File: src/rtl/dnot_consts.vh
// named constants for the nominal termination control block
// assumes the includer runs on a 50 MHz system clock
`ifndef DNOT_CONSTS_VH
`define DNOT_CONSTS_VH

// termination code field, three bits
`define DNOT_CODE_W        3
`define DNOT_CODE_OFF      3'h0
`define DNOT_CODE_RZQ4     3'h1
`define DNOT_CODE_RZQ2     3'h2
`define DNOT_CODE_RZQ6     3'h3
`define DNOT_CODE_RZQ12    3'h4
`define DNOT_CODE_RZQ8     3'h5
`define DNOT_CODE_RSV0     3'h6
`define DNOT_CODE_RSV1     3'h7

// divisor codes of the calibration reference
`define DNOT_DIV_W         4
`define DNOT_DIV_NONE      4'h0
`define DNOT_DIV_2         4'h2
`define DNOT_DIV_4         4'h4
`define DNOT_DIV_6         4'h6
`define DNOT_DIV_8         4'h8
`define DNOT_DIV_12        4'hc
`define DNOT_RZQ_OHM       240

// latency inputs and history depth
`define DNOT_LAT_W         5
`define DNOT_SUM_W         6
`define DNOT_LAT_OFFSET    6'h02
`define DNOT_HIST_DEPTH    32
`define DNOT_HIST_MAX      6'h1f

// asynchronous delay window and system clock period, picoseconds
`define DNOT_ASYNC_MIN_PS  2000
`define DNOT_ASYNC_MAX_PS  8500
`define DNOT_CLK_PS        20000

`endif

File: src/rtl/dnot_ctrl.v
// nominal on-die termination control of the memory device
// assumes memory clock, control ball and reset ball arrive asynchronous
// to clk; state inputs come from logic on clk
// every pad-relative latency carries the fixed two-flop sync delay on top,
// since clock and ball are both seen through their synchronisers
// outputs are registered; each pad enable changes one clk after its cause
`timescale 1ns/1ns
`default_nettype none
`include "dnot_consts.vh"

module dnot_ctrl (
    input  wire                       clk,
    input  wire                       sys_rst,
    input  wire                       mem_ck,
    input  wire                       odt_ball,
    input  wire                       reset_ball_n,
    input  wire [`DNOT_CODE_W-1:0]    rtt_code,
    input  wire [`DNOT_LAT_W-1:0]     cwl,
    input  wire [`DNOT_LAT_W-1:0]     al,
    input  wire                       self_refresh,
    input  wire                       read_active,
    input  wire                       write_active,
    input  wire                       dll_disabled,
    input  wire                       dll_relocking,
    input  wire                       slow_pd_async,
    input  wire                       cfg_x16,
    input  wire                       tdqs_enable,
    output reg                        term_lower_en,
    output reg                        term_upper_en,
    output reg                        term_tdqs_en,
    output reg  [`DNOT_DIV_W-1:0]     rtt_div,
    output reg                        code_illegal,
    output reg                        write_value_bad,
    output reg                        async_mode
);

    // asynchronous delay in clk cycles: least rounds up, longest down, both at least one
    // at this system clock the whole window is shorter than one cycle, so the
    // path is one cycle long; it keeps the order of events, not the window
    // as measured at the pad
    localparam integer ASYNC_MIN_RAW = (`DNOT_ASYNC_MIN_PS + `DNOT_CLK_PS - 1) / `DNOT_CLK_PS;
    localparam integer ASYNC_MAX_RAW = `DNOT_ASYNC_MAX_PS / `DNOT_CLK_PS;
    localparam integer ASYNC_MIN_CYC = (ASYNC_MIN_RAW < 1) ? 1 : ASYNC_MIN_RAW;
    localparam integer ASYNC_MAX_CYC = (ASYNC_MAX_RAW < 1) ? 1 : ASYNC_MAX_RAW;
    localparam integer ASYNC_CYC     = (ASYNC_MIN_CYC > ASYNC_MAX_CYC) ? ASYNC_MIN_CYC : ASYNC_MAX_CYC;

    // two-flop synchronisers; stage one is read by stage two only
    // the reset ball stages clear low, so termination stays forced off
    // until the ball has been seen high twice
    reg                               ck_s1_q;
    reg                               ck_s2_q;
    reg                               ck_prev_q;
    reg                               odt_s1_q;
    reg                               odt_s2_q;
    reg                               rstb_s1_q;
    reg                               rstb_s2_q;

    always @(posedge clk) begin
        if (sys_rst) begin
            ck_s1_q   <= 1'b0;
            ck_s2_q   <= 1'b0;
            ck_prev_q <= 1'b0;
            odt_s1_q  <= 1'b0;
            odt_s2_q  <= 1'b0;
            rstb_s1_q <= 1'b0;
            rstb_s2_q <= 1'b0;
        end else begin
            ck_s1_q   <= mem_ck;
            ck_s2_q   <= ck_s1_q;
            ck_prev_q <= ck_s2_q;
            odt_s1_q  <= odt_ball;
            odt_s2_q  <= odt_s1_q;
            rstb_s1_q <= reset_ball_n;
            rstb_s2_q <= rstb_s1_q;
        end
    end

    // memory clock edges seen on clk; ball and clock share sync delay
    wire                              ck_rise = ck_s2_q & ~ck_prev_q;
    wire                              ck_fall = ~ck_s2_q & ck_prev_q;

    // synchronous latency in memory clocks, clamped at zero and at DNOT_HIST_MAX, 31
    // the sum is six bits wide, so cwl plus al never wraps
    // a latency beyond DNOT_HIST_MAX is held at tap 31, one short of the deepest, a
    // limitation for settings far above any usable write latency
    wire [`DNOT_SUM_W-1:0]            lat_sum = {1'b0, cwl} + {1'b0, al};
    reg  [`DNOT_SUM_W-1:0]            lat_d;

    always @* begin
        if (lat_sum < `DNOT_LAT_OFFSET) begin
            lat_d = {`DNOT_SUM_W{1'b0}};
        end else if (lat_sum - `DNOT_LAT_OFFSET > `DNOT_HIST_MAX) begin
            lat_d = `DNOT_HIST_MAX;
        end else begin
            lat_d = lat_sum - `DNOT_LAT_OFFSET;
        end
    end

    // history of ball samples, one per memory clock rising edge
    // the history keeps shifting in asynchronous mode too, so a return to
    // synchronous mode finds an up-to-date level waiting
    reg  [`DNOT_HIST_DEPTH-1:0]       hist_q;
    reg                               sync_pend_q;
    reg                               sync_on_q;
    wire [`DNOT_HIST_DEPTH:0]         hist_ext = {hist_q, odt_s2_q};

    always @(posedge clk) begin
        if (sys_rst || !rstb_s2_q) begin
            hist_q      <= {`DNOT_HIST_DEPTH{1'b0}};
            sync_pend_q <= 1'b0;
            sync_on_q   <= 1'b0;
        end else begin
            if (ck_rise) begin
                hist_q      <= hist_ext[`DNOT_HIST_DEPTH-1:0];
                // level registered lat clocks ago reaches the pad now
                sync_pend_q <= hist_ext[lat_d];
            end
            // half a memory clock of skew after the latency ends
            if (ck_fall) begin
                sync_on_q <= sync_pend_q;
            end
        end
    end

    // asynchronous path: a short fixed delay straight from the ball
    reg  [ASYNC_CYC-1:0]              async_dly_q;
    wire [ASYNC_CYC:0]                async_ext = {async_dly_q, odt_s2_q};

    always @(posedge clk) begin
        if (sys_rst || !rstb_s2_q) begin
            async_dly_q <= {ASYNC_CYC{1'b0}};
        end else begin
            async_dly_q <= async_ext[ASYNC_CYC-1:0];
        end
    end

    // power-down and relock both lose the clock alignment the latency needs
    wire                              async_now = slow_pd_async | dll_relocking;
    wire                              async_on  = async_dly_q[ASYNC_CYC-1];

    // nominal value lookup from the three-bit code
    // the divisor is shown even while the ball keeps termination off, so
    // the pad driver can settle its value ahead of turn-on
    reg  [`DNOT_DIV_W-1:0]            div_d;
    reg                               code_bad_d;

    always @* begin
        code_bad_d = 1'b0;
        case (rtt_code)
            `DNOT_CODE_OFF:   div_d = `DNOT_DIV_NONE;
            `DNOT_CODE_RZQ4:  div_d = `DNOT_DIV_4;
            `DNOT_CODE_RZQ2:  div_d = `DNOT_DIV_2;
            `DNOT_CODE_RZQ6:  div_d = `DNOT_DIV_6;
            `DNOT_CODE_RZQ12: div_d = `DNOT_DIV_12;
            `DNOT_CODE_RZQ8:  div_d = `DNOT_DIV_8;
            default: begin
                // reserved codes: refuse to terminate rather than guess
                div_d      = `DNOT_DIV_NONE;
                code_bad_d = 1'b1;
            end
        endcase
    end

    // write-time value check: only the three weakest settings are fit
    // code off counts as fit: nothing is applied, so nothing can be wrong
    wire                              wr_value_ok = (div_d == `DNOT_DIV_2) | (div_d == `DNOT_DIV_4) |
                                                    (div_d == `DNOT_DIV_6) | (div_d == `DNOT_DIV_NONE);

    // gating of the ball-driven level by device state
    // read and self refresh gate the level directly, not through the latency,
    // trading pad-exact timing for never terminating into a read burst
    wire                              code_on = (rtt_code != `DNOT_CODE_OFF) & ~code_bad_d;
    wire                              state_ok = ~self_refresh & ~read_active & ~dll_disabled;
    wire                              ball_on = async_now ? async_on : sync_on_q;
    wire                              term_d = rstb_s2_q & code_on & state_ok & ball_on;

    // registered outputs; reset ball low forces every lane off
    // x16 parts never carry the termination strobe pair, whatever tdqs says
    // write_value_bad only warns; termination is still applied as programmed
    // dynamic write termination takes no part in term_d
    always @(posedge clk) begin
        if (sys_rst || !rstb_s2_q) begin
            term_lower_en   <= 1'b0;
            term_upper_en   <= 1'b0;
            term_tdqs_en    <= 1'b0;
            rtt_div         <= `DNOT_DIV_NONE;
            code_illegal    <= 1'b0;
            write_value_bad <= 1'b0;
            async_mode      <= 1'b0;
        end else begin
            term_lower_en   <= term_d;
            term_upper_en   <= term_d & cfg_x16;
            term_tdqs_en    <= term_d & tdqs_enable & ~cfg_x16;
            rtt_div         <= code_on ? div_d : `DNOT_DIV_NONE;
            code_illegal    <= code_bad_d;
            write_value_bad <= write_active & term_d & ~wr_value_ok;
            async_mode      <= async_now;
        end
    end

endmodule
`default_nettype wire

File: config.mk
export PLATFORM = sky130hd
export DESIGN_NAME = dnot_ctrl
export DESIGN_NICKNAME = d
export VERILOG_FILES = /design/src/rtl/dnot_ctrl.v
export VERILOG_INCLUDE_DIRS = /design/src /design/src/rtl
export SDC_FILE = /design/constraint.sdc
export NUM_CORES = 1
export LEC_CHECK = 0
export BUFFER_PORTS_ARGS = -buffer_cell sky130_fd_sc_hd__buf_2
export CORE_MARGIN = 3
export CORE_UTILIZATION = 45
export CTS_CLUSTER_SIZE = 10
export DETAILED_ROUTE_END_ITERATION = 12
export HOLD_SLACK_MARGIN = 0.15
export PLACE_DENSITY = 0.73
export SLEW_MARGIN = 20
export SYNTH_ARGS = -nofsm -noshare
export SYNTH_HDL_FRONTEND = slang
export SYNTH_SLANG_ARGS = --single-unit
File: constraint.sdc
create_clock -name clk -period 3.8 [get_ports clk]
set_input_delay 0 -clock clk [delete_from_list [all_inputs] [get_ports clk]]
set_output_delay 0 -clock clk [all_outputs]
set_load 0.05 [all_outputs]
## Word-level counts from Yosys, hierarchy flattened

Index checks and enable logic that the tools add are counted.

| operators by class | value |
|---|---|
| $add $sub $neg | 2 |
| magnitude comparators | 3 |
| equality and inequality tests | 8 |
| mux-type cells | 7 |
| bitwise gates (word level) | 25 |
| reductions and logical operators | 7 |

Operators with widths:

| operator | number |
|---|---|
| $pmux 4 s5 | 1 |
| $and 1x1->1 | 13 |
| $mux 6 | 2 |
| $eq 4x3->1 const B | 2 |
| $not 1->1 | 8 |
| $lt 6x7->1 const B | 1 |
| $add 5x5->6 | 1 |
| $bmux 1 s6 | 1 |
| $eq 3x2->1 const B | 2 |
| $eq 3x3->1 const B | 2 |
| $gt 6x5->1 const B | 1 |
| $lt 6x2->1 const B | 1 |
| $reduce_or 6->1 | 1 |
| $sub 6x2->6 const B | 1 |
| $eq 4x2->1 const B | 1 |
| $logic_not 4->1 | 1 |
| $or 1x1->1 | 4 |
| $eq 3x1->1 const B | 1 |
| $logic_not 3->1 | 1 |
| $mux 1 | 3 |
| $reduce_bool 3->1 | 1 |
| $reduce_or 2->1 | 1 |
| $logic_not 1->1 | 1 |
| $logic_or 1x1->1 | 1 |

| word-level totals | value |
|---|---|
| flip-flop bits (word level) | 52 |
| input port bits | 26 |
| output and inout port bits | 10 |
| word-level logic and storage cells | 70 |

## Logic depth before layout (Yosys ltp)

Gate-level depths: netlist of the first run.

| logic depth | value |
|---|---|
| depth in word-level cells | 8 |
| gate-level depth with buffers | 11 |
| gate-level depth less buffers | 11 |

## Worst setup path before layout of the first run

Ideal clock, no wire load.

| timing path | value |
|---|---|
| path type | input -> register |
| start point | input cwl[0] |
| end point | register sync_pend_q |
| setup time | 0.137 ns |
| data arrival time | 2.518 ns |
| required time | 3.663 ns |
| setup slack | 1.145 ns |
| cell stages on the path | 11 |
| path buffers | 0 |
| cells stage by stage | ha_1 -> fa_1 -> xnor2_1 -> ha_1 -> o221ai_4 -> o32a_4 -> nand2_4 -> mux2_1 -> o311a_1 -> o211ai_1 -> o311ai_1 |

| on the way | value |
|---|---|
| longest elaborated chain between the ends | 7 |
| elaborated cells between the ends (all ways) | 8 |
| those cells by class | add/sub: 2; order compare: 2; mux: 4 |

RTL lines:

| element | RTL line | text |
|---|---|---|
| from (decl) | dnot_ctrl.v:18 | `` input wire [`DNOT_LAT_W-1:0] cwl, `` |
| $add 5x5->6 (*) | dnot_ctrl.v:86 | `` wire [`DNOT_SUM_W-1:0] lat_sum = {1'b0, cwl} + {1'b0, al}; `` |
| $sub 6x2->6 (no line) | n/a |  |
| $gt 6x5->1 (no line) | n/a |  |
| $mux 6 | dnot_ctrl.v:92 | `` end else if (lat_sum - `DNOT_LAT_OFFSET > `DNOT_HIST_MAX) begin `` |
| $mux 6 (*) | dnot_ctrl.v:90 | `` if (lat_sum < `DNOT_LAT_OFFSET) begin `` |
| $bmux 1 s6 (*) | dnot_ctrl.v:116 | `sync_pend_q <= hist_ext[lat_d];` |
| $mux 1 (implied by the code) (*) | dnot_ctrl.v:116 |  |
| to (signal assigned) | dnot_ctrl.v:116 |  |
| to (decl) | dnot_ctrl.v:103 | `reg sync_pend_q;` |

Mark *: on every way between the ends. The rest lies on a longest branch, timed or not. The select of a mux whose other input is x is not followed.
A chain may end at the register's enable or synchronous reset.

## Final worst setup path of the first run

| timing path | value |
|---|---|
| start point | input sys_rst |
| end point | register term_tdqs_en |

| on the way | value |
|---|---|
| longest elaborated chain between the ends | 1 |

RTL lines:

| element | RTL line | text |
|---|---|---|
| from (decl) | dnot_ctrl.v:13 | `input wire sys_rst,` |
| $logic_or 1x1->1 | dnot_ctrl.v:182 | `if (sys_rst \|\| !rstb_s2_q) begin` |
| to (signal assigned) | dnot_ctrl.v:193 | `term_tdqs_en <= term_d & tdqs_enable & ~cfg_x16;` |
| to (decl) | dnot_ctrl.v:30 | `output reg term_tdqs_en,` |

Every way passes these cells.

==> summary.txt, run 1 <==
Run status
  – Status: completed

Placed design
  – Hpwl dp: 3.42 mm
  – GP Congestion: 0.876
  – Placement Cell Area: 2590 sq um
  – Port buffer count: 34
  – Placed Cells: 370

Worst setup path
  – Worst-path fanout max: 37
  – Count of buffer and inverter cells on the critical path: 6
  – Worst Path Required: 4.05 ns
  – CP delay by family, top: buffers and inverters
  – Reg2Reg Depth: 8
  – Cell depth of the worst setup path: 10
  – Critical Path Source Type: input port
  – R2r setup slk: 0.86 ns
  – Slowest CP cell: dlygate4sd3_1
  – CP Capture Type: flop
  – R2r startpoint: rstb_s2_q
  – Worst EP arrival: 3.35 ns
  – RR Endpoint: term_tdqs_en
  – CP cell instances: dlygate4sd3_1, buf_2, nand2b_1, buf_4, or4_1, dlygate4sd3_1, a2111o_1, inv_2, and3_1, dlygate4sd3_1
  – Crit Path Class: in -> reg
  – Largest stage delay, worst path: 0.58 ns
  – Cell with the most instances on the worst path: dlygate4sd3_1

Power and ir drop
  – Peak VDD IR: 279 uV
  – Final Total Pwr: 1.15 mW
  – Static Leakage: 1.12 nW
  – Power per Cell Area: 393 nW/um^2

Synth
  – Post-Syn Instances: 281
  – Synth warn: 0
  – Number of flops mapped to enable cells by yosys: 0
  – Post-synth net total: 314
  – Ys flop type: dfxtp_1
  – Yosys cell types: 56
  – Cell Area, Synth: 2380 sq um
  – Post-Syn Area per Cell: 8.46 sq um
  – Asr flop ratio synth: 0%
  – Sequential area share after synthesis: 42.1%
  – FF+latch count, synth: 50

GRT
  – Pin count of the biggest net entering global routing: 38
  – Initial antenna violation count: 0
  – GRT Total Usage: 18.0%
  – GRT met3 Usage: 3.40%
  – GR Util met2: 29.6%
  – GRT overflow: 0
  – First-pass GRT wire length: 9.17 mm
  – Grt peak-use layer: met2
  – Vias in the first global route: 2042
  – Met1 Use GR: 23.9%

STA
  – Period minus WS final: 3.10 ns
  – Setup Total Neg Slack: 0 ns
  – Final setup viols: 0
  – Max_slew headroom: 54.0%
  – Max-slew violation count: 0
  – Maximum clock rate: 0.323 GHz
  – Unrepaired setup endpoints after global routing: no
  – Fin Clk Skew: 0.00203 ns
  – Period utilization: 81.5%
  – Final Hold Fails: 0
  – Slew @ Worst Pin: 0.690 ns

Final layout
  – Most common cell after layout, fill and taps aside: nand2_1
  – Footprint of the multi-input gates: 1300 sq um
  – Filler Cell Count: 433
  – Final #Nets: 364
  – Share of layout cells above drive strength 1: 16.9%
  – Number of diodes: 0
  – Design area: 2920 sq um
  – Non-filler cells, final: 399
  – Register area: 1000 sq um
  – Most frequent cells in the layout: nand2_1, dfxtp_1, a21oi_1
  – Area Overhead vs Synth: 22.7%

Routing
  – # DRC: 0
  – Vias: 2112
  – Avg Vias per Cell: 5.29
  – Routed WL: 5.29 mm
  – Starting DRT DRC Count: 129
  – 1st-pass router iterations: 4
  – Drt wl/cell: 13.3 microns
  – Final ANT Viol Nets: 0

Clocking
  – Worst-path clk slew: 0.09 ns
  – Hold buffer count at cts: 21
  – Post-CTS sizing: 0
  – CTS Buf Count: 5
  – H-tree depth: 2
  – Clk_lat worst skew: 0.30 ns
  – Clk sinks: 50
  – CTS tree: built
  – Post CTS Setup Buffer Count: 0
  – Clock Root Buffer: clkbuf_8
  – Clock Path Buffers: 2

Min path
  – Hold path endpoint: term_lower_en
  – Hold path depth: 5
  – Hold Crit Class: in -> reg
  – Hold_sp: dll_relocking

Floorplan
  – # IOs: 36
  – Rows: 25
  – Die W: 78.7 microns
  – Die area: 6190 sq um
  – Die Y: 78.7 microns
  – Initial Util: 48.4%
  – Core area: 4910 sq um

Job
  – Max Cap Viol: 0
## state kept, by name, indices dropped and copies added, names as in the netlist
name	cells
sync_pend_q	1
write_value_bad	1
term_lower_en	1
term_tdqs_en	1
async_mode	1
rtt_div	3
odt_s2_q	1
rstb_s1_q	1
sync_on_q	1
rstb_s2_q	1
ck_prev_q	1
odt_s1_q	1
code_illegal	1
ck_s1_q	1
ck_s2_q	1
async_dly_q	1
term_upper_en	1
hist_q	31
## cell usage after synthesis, types with 2 or more instances
cell type | n | area share, %
a311oi_1 | 3 | 1.1
inv_1 | 5 | 0.79
nand3_1 | 2 | 0.42
mux2_1 | 3 | 1.4
nor3_1 | 3 | 0.63
o22ai_1 | 4 | 1.1
nand2_1 | 65 | 10
or2_1 | 2 | 0.53
mux2i_1 | 9 | 3.8
nor2_1 | 15 | 2.4
dfxtp_1 | 50 | 42
buf_4 | 2 | 0.63
ha_1 | 6 | 3.2
and3_1 | 5 | 1.3
o21ai_0 | 2 | 0.42
a211oi_1 | 2 | 0.63
a21oi_1 | 36 | 7.6
o21ai_1 | 2 | 0.42
clkbuf_1 | 11 | 1.7
a21o_1 | 2 | 0.63
o211ai_1 | 4 | 1.3
nand2b_1 | 5 | 1.3
nor2b_1 | 10 | 2.6
## per-layer routing
layer | routed length [microns] | vias to the layer above
li1 | - | 1080
met1 | 2410 | 970
met2 | 2560 | 52
met3 | 231 | 10
met4 | 92 | 0
met5 | 0 | -
## layout make-up
cell class                      instances  area share, %
Multi-Input combinational cell        211           44.5
Sequential cell                        50           34.3
Timing Repair Buffer                   57           13.5
Tap cell                               67           2.87
Clock buffer                            5           2.36
Clock inverter                          3           1.63
Inverter                                6          0.772
## power by group
part / switching, mW / internal, mW
logic: 0.137 / 0.0968
registers: 0.00192 / 0.528
clock network: 0.183 / 0.201
total: 0.321 / 0.825
## worst max path at each step
stage               startpoint           end  slack (ns)
finish                 sys_rst  term_tdqs_en        0.70
floorplan               cwl[0]   sync_pend_q        1.15
CTS                    sys_rst  term_tdqs_en        0.75
global route           sys_rst  term_tdqs_en        0.62
global placement        cwl[0]   sync_pend_q        0.91
detailed placement      cwl[0]   sync_pend_q        0.84
## tightest hold or removal path, cell delays in order
cell,delay (ns)
buf_2,0.07
nor2_1,0.06
mux2i_1,0.22
a2111o_1,0.19
inv_2,0.04
## cell families (layout without fill, tap and decap cells)
kind of cell	Yosys count	count (layout)	synth area share, %
fa+ha+maj	7	7	4.00
other cells	1	1	0.158
simple gates	114	114	21.7
flops	50	50	42.1
compound gates	74	74	21.8
mux	13	13	5.68
buf+inv	20	71	3.47
xor+xnor	2	2	1.05
## per-stage QoR
stage	utilization, %	hold WS (ns)	setup WS, ns
after floorplan	-	0.0715	1.15
after global placement	52.7	0.208	0.908
after detailed placement	52.8	0.215	0.838
after CTS	59.4	0.281	0.754
after global routing	59.4	0.379	0.619
final	59.4	0.318	0.702
Power figures use the tool's default switching activity.
==> run 2, diff against run 1 <==
ABC_AREA = 1   (was not set)
clock period = 3.2 ns   (was 3.8 ns; I/O delays follow)
==> run 2 against run 1 <==
Effect of this change:
- final cell count up 16%
- sequential power rose by 19%
- synthesized cell count is 20% higher
- clock power up 1%
- clock-buffer cell count up 1
- critical endpoint is now write_value_bad
- power rose by 16%
- non-clock buffer count up 3
- critical path type unchanged
- critical path depth is 1 lower
- hold slack worse by 0.14 ns
- highest routed layer unchanged
- sequential share of layout area decreased by 0.75 points
- core utilization is 1.7 points lower
==> summary.txt, run 2 <==
Worst setup path
  – CP Capture Type: flop (unchanged)
  – Critical Path Source Type: input port (unchanged)
  – Crit Path Class: in -> reg (unchanged)
  – Worst Path Required: 3.45 ns (was 4.05 ns)
  – Worst EP arrival: 3.10 ns (was 3.35 ns)
  – Reg2Reg Depth: 8 (unchanged)
  – Worst-path fanout max: 13 (was 37)

Final layout
  – Design area: 2980 sq um (was 2920 sq um)
  – Most frequent cells in the layout: inv_1, dfxtp_1, nand3_1 (was nand2_1, dfxtp_1, a21oi_1)
  – Final #Nets: 425 (was 364)
  – Share of layout cells above drive strength 1: 16.0% (was 16.9%)
  – Most common cell after layout, fill and taps aside: inv_1 (was nand2_1)
  – Number of diodes: 0 (unchanged)
  – Largest register FFs: 31 (unchanged)
  – Top flop regs: hist_q: 31 flops, rtt_div: 3 flops (unchanged)
  – Largest reg by FF count: hist_q (unchanged)
  – Area Overhead vs Synth: 22.4% (was 22.7%)

Run status
  – Status: completed (unchanged)

Min path
  – Hold Crit Class: in -> reg (unchanged)
  – Hold path depth: 5 (unchanged)

Synth
  – Cell Area, Synth: 2440 sq um (was 2380 sq um)
  – Asr flop ratio synth: 0% (unchanged)
  – Post-Syn Area per Cell: 7.21 sq um (was 8.46 sq um)
  – Synth top cells by count: inv_1, dfxtp_1, nand3_1 (was nand2_1, dfxtp_1, a21oi_1)
  – Yosys cell types: 29 (was 56)
  – Top-count cell post-synth: inv_1 (was nand2_1)
  – Post-synth net total: 371 (was 314)
  – Synth warn: 0 (unchanged)
  – Synth top area share: 41.1% (was 42.1%)
  – Top post-synthesis cells by area: dfxtp_1, nand3_1, inv_1 (was dfxtp_1, nand2_1, a21oi_1)
  – Post-Syn Instances: 338 (was 281)
  – Number of flops mapped to enable cells by yosys: 0 (unchanged)
  – Sequential area share after synthesis: 41.1% (was 42.1%)
  – FF+latch count, synth: 50 (unchanged)
  – Synth area leader: dfxtp_1 (unchanged)
  – Ys flop type: dfxtp_1 (unchanged)

Placed design
  – Port buffer count: 34 (unchanged)
  – Hpwl dp: 3.57 mm (was 3.42 mm)
  – Placement Cell Area: 2650 sq um (was 2590 sq um)
  – GP Congestion: 0.912 (was 0.876)
  – Pre-CTS setup slack: 0.544 ns (was 0.838 ns)

STA
  – Maximum clock rate: 0.351 GHz
  – Unrepaired setup endpoints after global routing: no (unchanged)
  – Final Hold Fails: 0 (unchanged)
  – Max-slew violation count: 0 (unchanged)
  – Slew @ Worst Pin: 0.748 ns (was 0.690 ns)
  – Final worst slack: 0.347 ns (was 0.702 ns)
  – Period utilization: 89.1%
  – Setup Total Neg Slack: 0 ns (unchanged)
  – Period minus WS final: 2.85 ns
  – Fin Clk Skew: 0.00702 ns (was 0.00203 ns)
  – Final setup viols: 0 (unchanged)
  – Max_slew headroom: 49.9% (was 54.0%)

Floorplan
  – Rows: 26 (was 25)
  – Die Y: 79.6 microns (was 78.7 microns)
  – # IOs: 36 (unchanged)
  – Die area: 6340 sq um (was 6190 sq um)
  – Die W: 79.6 microns (was 78.7 microns)
  – Initial Util: 47.1% (was 48.4%)
  – Core area: 5170 sq um (was 4910 sq um)

GRT
  – Initial antenna violation count: 0 (unchanged)
  – GRT met3 Usage: 3.39% (was 3.40%)
  – Met1 Use GR: 24.1% (was 23.9%)
  – Pin count of the biggest net entering global routing: 56 (was 38)
  – GRT overflow: 0 (unchanged)
  – GR Util met2: 29.6% (about the same)
  – First-pass GRT wire length: 9.28 mm (was 9.17 mm)
  – Vias in the first global route: 2090 (was 2042)
  – GRT Total Usage: 18.2% (was 18.0%)
  – Grt peak-use layer: met2 (unchanged)

Clocking
  – Clk_lat worst skew: 0.30 ns (about the same)
  – Worst-path clk slew: 0.09 ns (about the same)
  – H-tree depth: 2 (unchanged)
  – CTS tree: built (unchanged)
  – Clk sinks: 50 (unchanged)
  – Post CTS Setup Buffer Count: 0 (unchanged)
  – Clock Path Buffers: 2 (unchanged)
  – CTS Buf Count: 5 (unchanged)
  – Clock Root Buffer: clkbuf_8 (unchanged)

Routing
  – # DRC: 0 (unchanged)
  – Avg Vias per Cell: 4.93 (was 5.29)
  – Final ANT Viol Nets: 0 (unchanged)
  – 1st-pass router iterations: 4 (unchanged)
  – Starting DRT DRC Count: 131 (was 129)
  – Vias: 2283 (was 2112)
  – Drt wl/cell: 11.4 microns (was 13.3 microns)
  – Routed WL: 5.27 mm (was 5.29 mm)

Power and ir drop
  – Static Leakage: 1.36 nW (was 1.12 nW)
  – Peak VDD IR: 228 uV (was 279 uV)
  – Power per Cell Area: 444 nW/um^2 (was 393 nW/um^2)

Job
  – Max Cap Viol: 0 (unchanged)
-- run 2: cell count changes after synthesis, moves of 4 or more --
cell	change
nand3_1	+40
mux2i_1	-9
nand2_2	+6
o21ai_0	+31
nor2_1	+15
nor2b_1	-10
and3_1	-5
o22ai_1	-4
nand2b_1	-5
nand3_2	+5
inv_1	+47
nand2_1	-24
-- run 2: repair_timing --
item,CTS,global route
gates resized for setup,0,0
hold buffers,24,0
endpoints found under the hold margin,16,0
-- run 2: worst max-delay path: stages --
cell	delay (ns)
dlygate4sd3_1	0.55
buf_2	0.17
nor2_1	0.59
inv_1	0.30
nor2_1	0.21
nand2_1	0.07
dlygate4sd3_1	0.57
nor2_1	0.09
dlygate4sd3_1	0.54
-- run 2: stage by stage --
step	total power [mW]	hold WS, ns	util, %	instances
CTS	1.33	0.165	57.7	463
finish	1.33	0.177	57.7	463
floorplan	0.876	0.0768	-	338
global placement	0.925	0.202	51.1	431
global route	1.41	0.251	57.7	463
detailed placement	0.931	0.210	51.1	431
-- run 2: cell families after synthesis --
family	share of synthesized area (%)
AND/OR/NAND/NOR	27.6
AO/OA/AOI/OAI	14.9
buffers and inverters	11.2
flip-flops	41.1
adder cells (fa/ha/maj)	3.90
XOR/XNOR	1.08
other	0.154
-- run 2: layout make-up --
| class | instances | area (sq um) |
|---|---|---|
| clock buffers | 6 | 82.6 |
| multi-input cells | 220 | 1160 |
| fillers | 475 | 2190 |
| flip-flops and latches | 50 | 1000 |
| well taps | 70 | 87.6 |
| clock inverters | 2 | 16.3 |
| repair buffers | 60 | 425 |
| inverters | 55 | 206 |
-- run 2: per-layer routing --
| metal | share of wire, % | vias up |
|---|---|---|
| li1 | - | 1194 |
| met2 | 50 | 33 |
| met4 | 1.3 | 0 |
| met3 | 3.1 | 6 |
| met5 | 0 | - |
| met1 | 46 | 1050 |
-- run 2: power by group --
| part | switching [mW] | internal, mW | leakage, nW |
|---|---|---|---|
| Sequential | 0.00238 | 0.629 | 0.404 |
| Combinational | 0.191 | 0.116 | 0.912 |
| Clock | 0.210 | 0.178 | 0.0478 |
-- run 2: worst paths after layout --
kind	endpoint	slack, ns	from
setup / recovery	write_value_bad	0.35	sys_rst
hold / removal	term_lower_en	0.18	dll_relocking
setup reg to reg	write_value_bad	0.46	rstb_s2_q
hold reg to reg	ck_s2_q	0.40	ck_s1_q
==> run 3, diff against run 2 <==
==> constraint.sdc (replaced) <==
create_clock -name clk -period 3.2 [get_ports clk]
set_input_delay 0.96 -clock clk [delete_from_list [all_inputs] [get_ports clk]]
set_output_delay 0.96 -clock clk [all_outputs]
set_load 0.05 [all_outputs]
==> run 3 against run 2 <==
Effect of this change:
- final cell count decreased by 2.2%
- largest power group unchanged
- register-to-register slack improved by 1.1 ns
- via count decreased by 2.4%
- clock power about the same
- largest cell class unchanged
==> summary.txt, run 3 (synthesis results as in run 2) <==
Floorplan
  – Core area: 5170 sq um (unchanged)
  – Die area: 6340 sq um (unchanged)
  – Rows: 26 (unchanged)
  – Die W: 79.6 microns (unchanged)
  – Initial Util: 47.1% (unchanged)
  – # IOs: 36 (unchanged)
  – Die Y: 79.6 microns (unchanged)

STA
  – Max-slew violation count: 0 (unchanged)
  – Maximum clock rate: 0.341 GHz (was 0.351 GHz)
  – Period minus WS final: 2.93 ns (was 2.85 ns)
  – Setup Total Neg Slack: 0 ns (unchanged)
  – Hold WS: 0.406 ns (was 0.177 ns)
  – Final setup viols: 0 (unchanged)
  – Final worst slack: 0.271 ns (was 0.347 ns)
  – Fin Clk Skew: 0.00980 ns (was 0.00702 ns)
  – Period utilization: 91.5% (was 89.1%)
  – Unrepaired setup endpoints after global routing: no (unchanged)
  – Final Hold Fails: 0 (unchanged)

Run status
  – Status: completed (unchanged)

Min path
  – Hold Crit Class: reg -> reg (was in -> reg)

Job
  – Max Cap Viol: 0 (unchanged)

Worst setup path
  – Count of buffer and inverter cells on the critical path: 3 (was 5)
  – Worst-path fanout max: 10 (was 13)
  – Worst EP arrival: 3.15 ns (was 3.10 ns)
  – CP cell instances: buf_2, ha_1, fa_2, inv_1, ha_2, nand4_1, nand3_4, nand2_2, nand2_1, nand3_1, nand2_1, nand2_1, nand3_1, nand3_1, nand3_1, nand2_1, inv_1 (was dlygate4sd3_1, buf_2, nor2_1, inv_1, nor2_1, nand2_1, dlygate4sd3_1, nor2_1, dlygate4sd3_1)
  – Largest stage delay, worst path: 0.54 ns (was 0.59 ns)
  – Critical Path Source Type: input port (unchanged)
  – Crit Path Class: in -> reg (unchanged)
  – CP delay by family, top: simple AND/OR/NAND/NOR gates (was buffers and inverters)
  – Worst Path Required: 3.42 ns (was 3.45 ns)
  – CP Capture Type: flop (unchanged)
  – Slowest CP cell: fa_2 (was nor2_1)

Final layout
  – Top flop regs: hist_q: 31 flops, rtt_div: 3 flops (unchanged)
  – Most frequent cells in the layout: inv_1, dfxtp_1, nand3_1 (unchanged)
  – Final core occ: 55.6% (was 57.7%)
  – Final #Nets: 415 (was 425)
  – Largest reg by FF count: hist_q (unchanged)
  – Most common cell after layout, fill and taps aside: inv_1 (unchanged)
  – Largest register FFs: 31 (unchanged)
  – Area Overhead vs Synth: 17.9% (was 22.4%)
  – Number of diodes: 0 (unchanged)
  – Share of layout cells above drive strength 1: 20.9% (was 16.0%)
  – Filler Cell Count: 495 (was 475)

Clocking
  – CTS tree: built (unchanged)
  – Hold buffer count at cts: 0 (was 24)
  – H-tree depth: 2 (unchanged)
  – Post-CTS sizing: 0 (unchanged)
  – Clock Root Buffer: clkbuf_8 (unchanged)
  – Clock Path Buffers: 2 (unchanged)
  – Clk sinks: 50 (unchanged)
  – CTS Buf Count: 5 (unchanged)
  – Clk_lat worst skew: 0.31 ns (was 0.30 ns)
  – Worst-path clk slew: 0.09 ns (about the same)
  – Post CTS Setup Buffer Count: 0 (unchanged)

Routing
  – 1st-pass router iterations: 4 (unchanged)
  – Vias: 2229 (was 2283)
  – # DRC: 0 (unchanged)
  – Wire length on met1: 2.37 mm (was 2.41 mm)
  – Starting DRT DRC Count: 148 (was 131)
  – Drt wl/cell: 11.2 microns (was 11.4 microns)
  – Avg Vias per Cell: 4.92 (was 4.93)
  – Routed length on met3: 247 microns (was 163 microns)
  – Max Used Layer: met4 (unchanged)
  – DR WL met2: 2.39 mm (was 2.63 mm)
  – Routed WL: 5.09 mm (was 5.27 mm)
  – Final ANT Viol Nets: 0 (unchanged)

Placed design
  – Port buffer count: 34 (unchanged)
  – Pre-CTS setup slack: -0.155 ns (was 0.544 ns)
  – GP Congestion: 0.983 (was 0.912)
  – Hpwl dp: 3.73 mm (was 3.57 mm)

Power and ir drop
  – Peak VDD IR: 188 uV (was 228 uV)
  – Power per Cell Area: 472 nW/um^2 (was 444 nW/um^2)
  – Static Leakage: 1.32 nW (was 1.36 nW)
  – Final Total Pwr: 1.36 mW (was 1.33 mW)

GRT
  – First-pass GRT wire length: 8.71 mm (was 9.28 mm)
  – GRT Total Usage: 17.0% (was 18.2%)
  – Initial antenna violation count: 0 (unchanged)
  – Pin count of the biggest net entering global routing: 56 (unchanged)
  – GRT overflow: 0 (unchanged)
  – Vias in the first global route: 2043 (was 2090)
[run 3: cell count changes in the layout (fill, tap and decap cells not counted), sizes merged]
cell,change
buf,+14
dlygate4sd3,-24
[run 3: layout make-up]
| cell class | instances | area (sq um) | area share (%) |
|---|---|---|---|
| Clock buffer | 6 | 82.6 | 2.87 |
| Clock inverter | 2 | 16.3 | 0.566 |
| Inverter | 55 | 206 | 7.18 |
| Multi-Input combinational cell | 220 | 1180 | 41.0 |
| Sequential cell | 50 | 1000 | 34.8 |
| Tap cell | 70 | 87.6 | 3.05 |
| Timing Repair Buffer | 50 | 303 | 10.5 |
[run 3: report_power, final]
group / internal, mW / switching [mW]
Combinational: 0.139 / 0.197
Clock: 0.178 / 0.212
Sequential: 0.629 / 0.00234
Total: 0.946 / 0.412
[run 3: per-layer routing]
metal | GRT usage [%] | vias to the layer above
met4 | 6.87 | 0
met3 | 3.27 | 9
met5 | 0 | -
li1 | - | 1176
met1 | 22.7 | 999
met2 | 26.9 | 45
[run 3: path summary, 6_finish.rpt]
kind | start | to | slack [ns] | cells after the start
setup / recovery | cwl[0] | sync_pend_q | 0.27 | 17
hold / removal | odt_s1_q | odt_s2_q | 0.41 | 2
setup reg to reg | ck_s2_q | hist_q[26] | 1.51 | 6
hold reg to reg | odt_s1_q | odt_s2_q | 0.41 | 2
[run 3: per-stage QoR]
| stage | cells | cell area, sq um |
|---|---|---|
| floorplan | 338 | 2440 |
| global placement | 445 | 2760 |
| detailed placement | 445 | 2760 |
| CTS | 453 | 2860 |
| global route | 453 | 2870 |
| finish | 453 | 2870 |
[run 3: worst register-to-register path, cell delays in order (launching register included)]
cell	delay, ns
dfxtp_1	0.32
inv_1	0.06
nor2_2	0.08
buf_4	0.40
clkinv_1	0.38
o21ai_0	0.28
a21oi_1	0.07
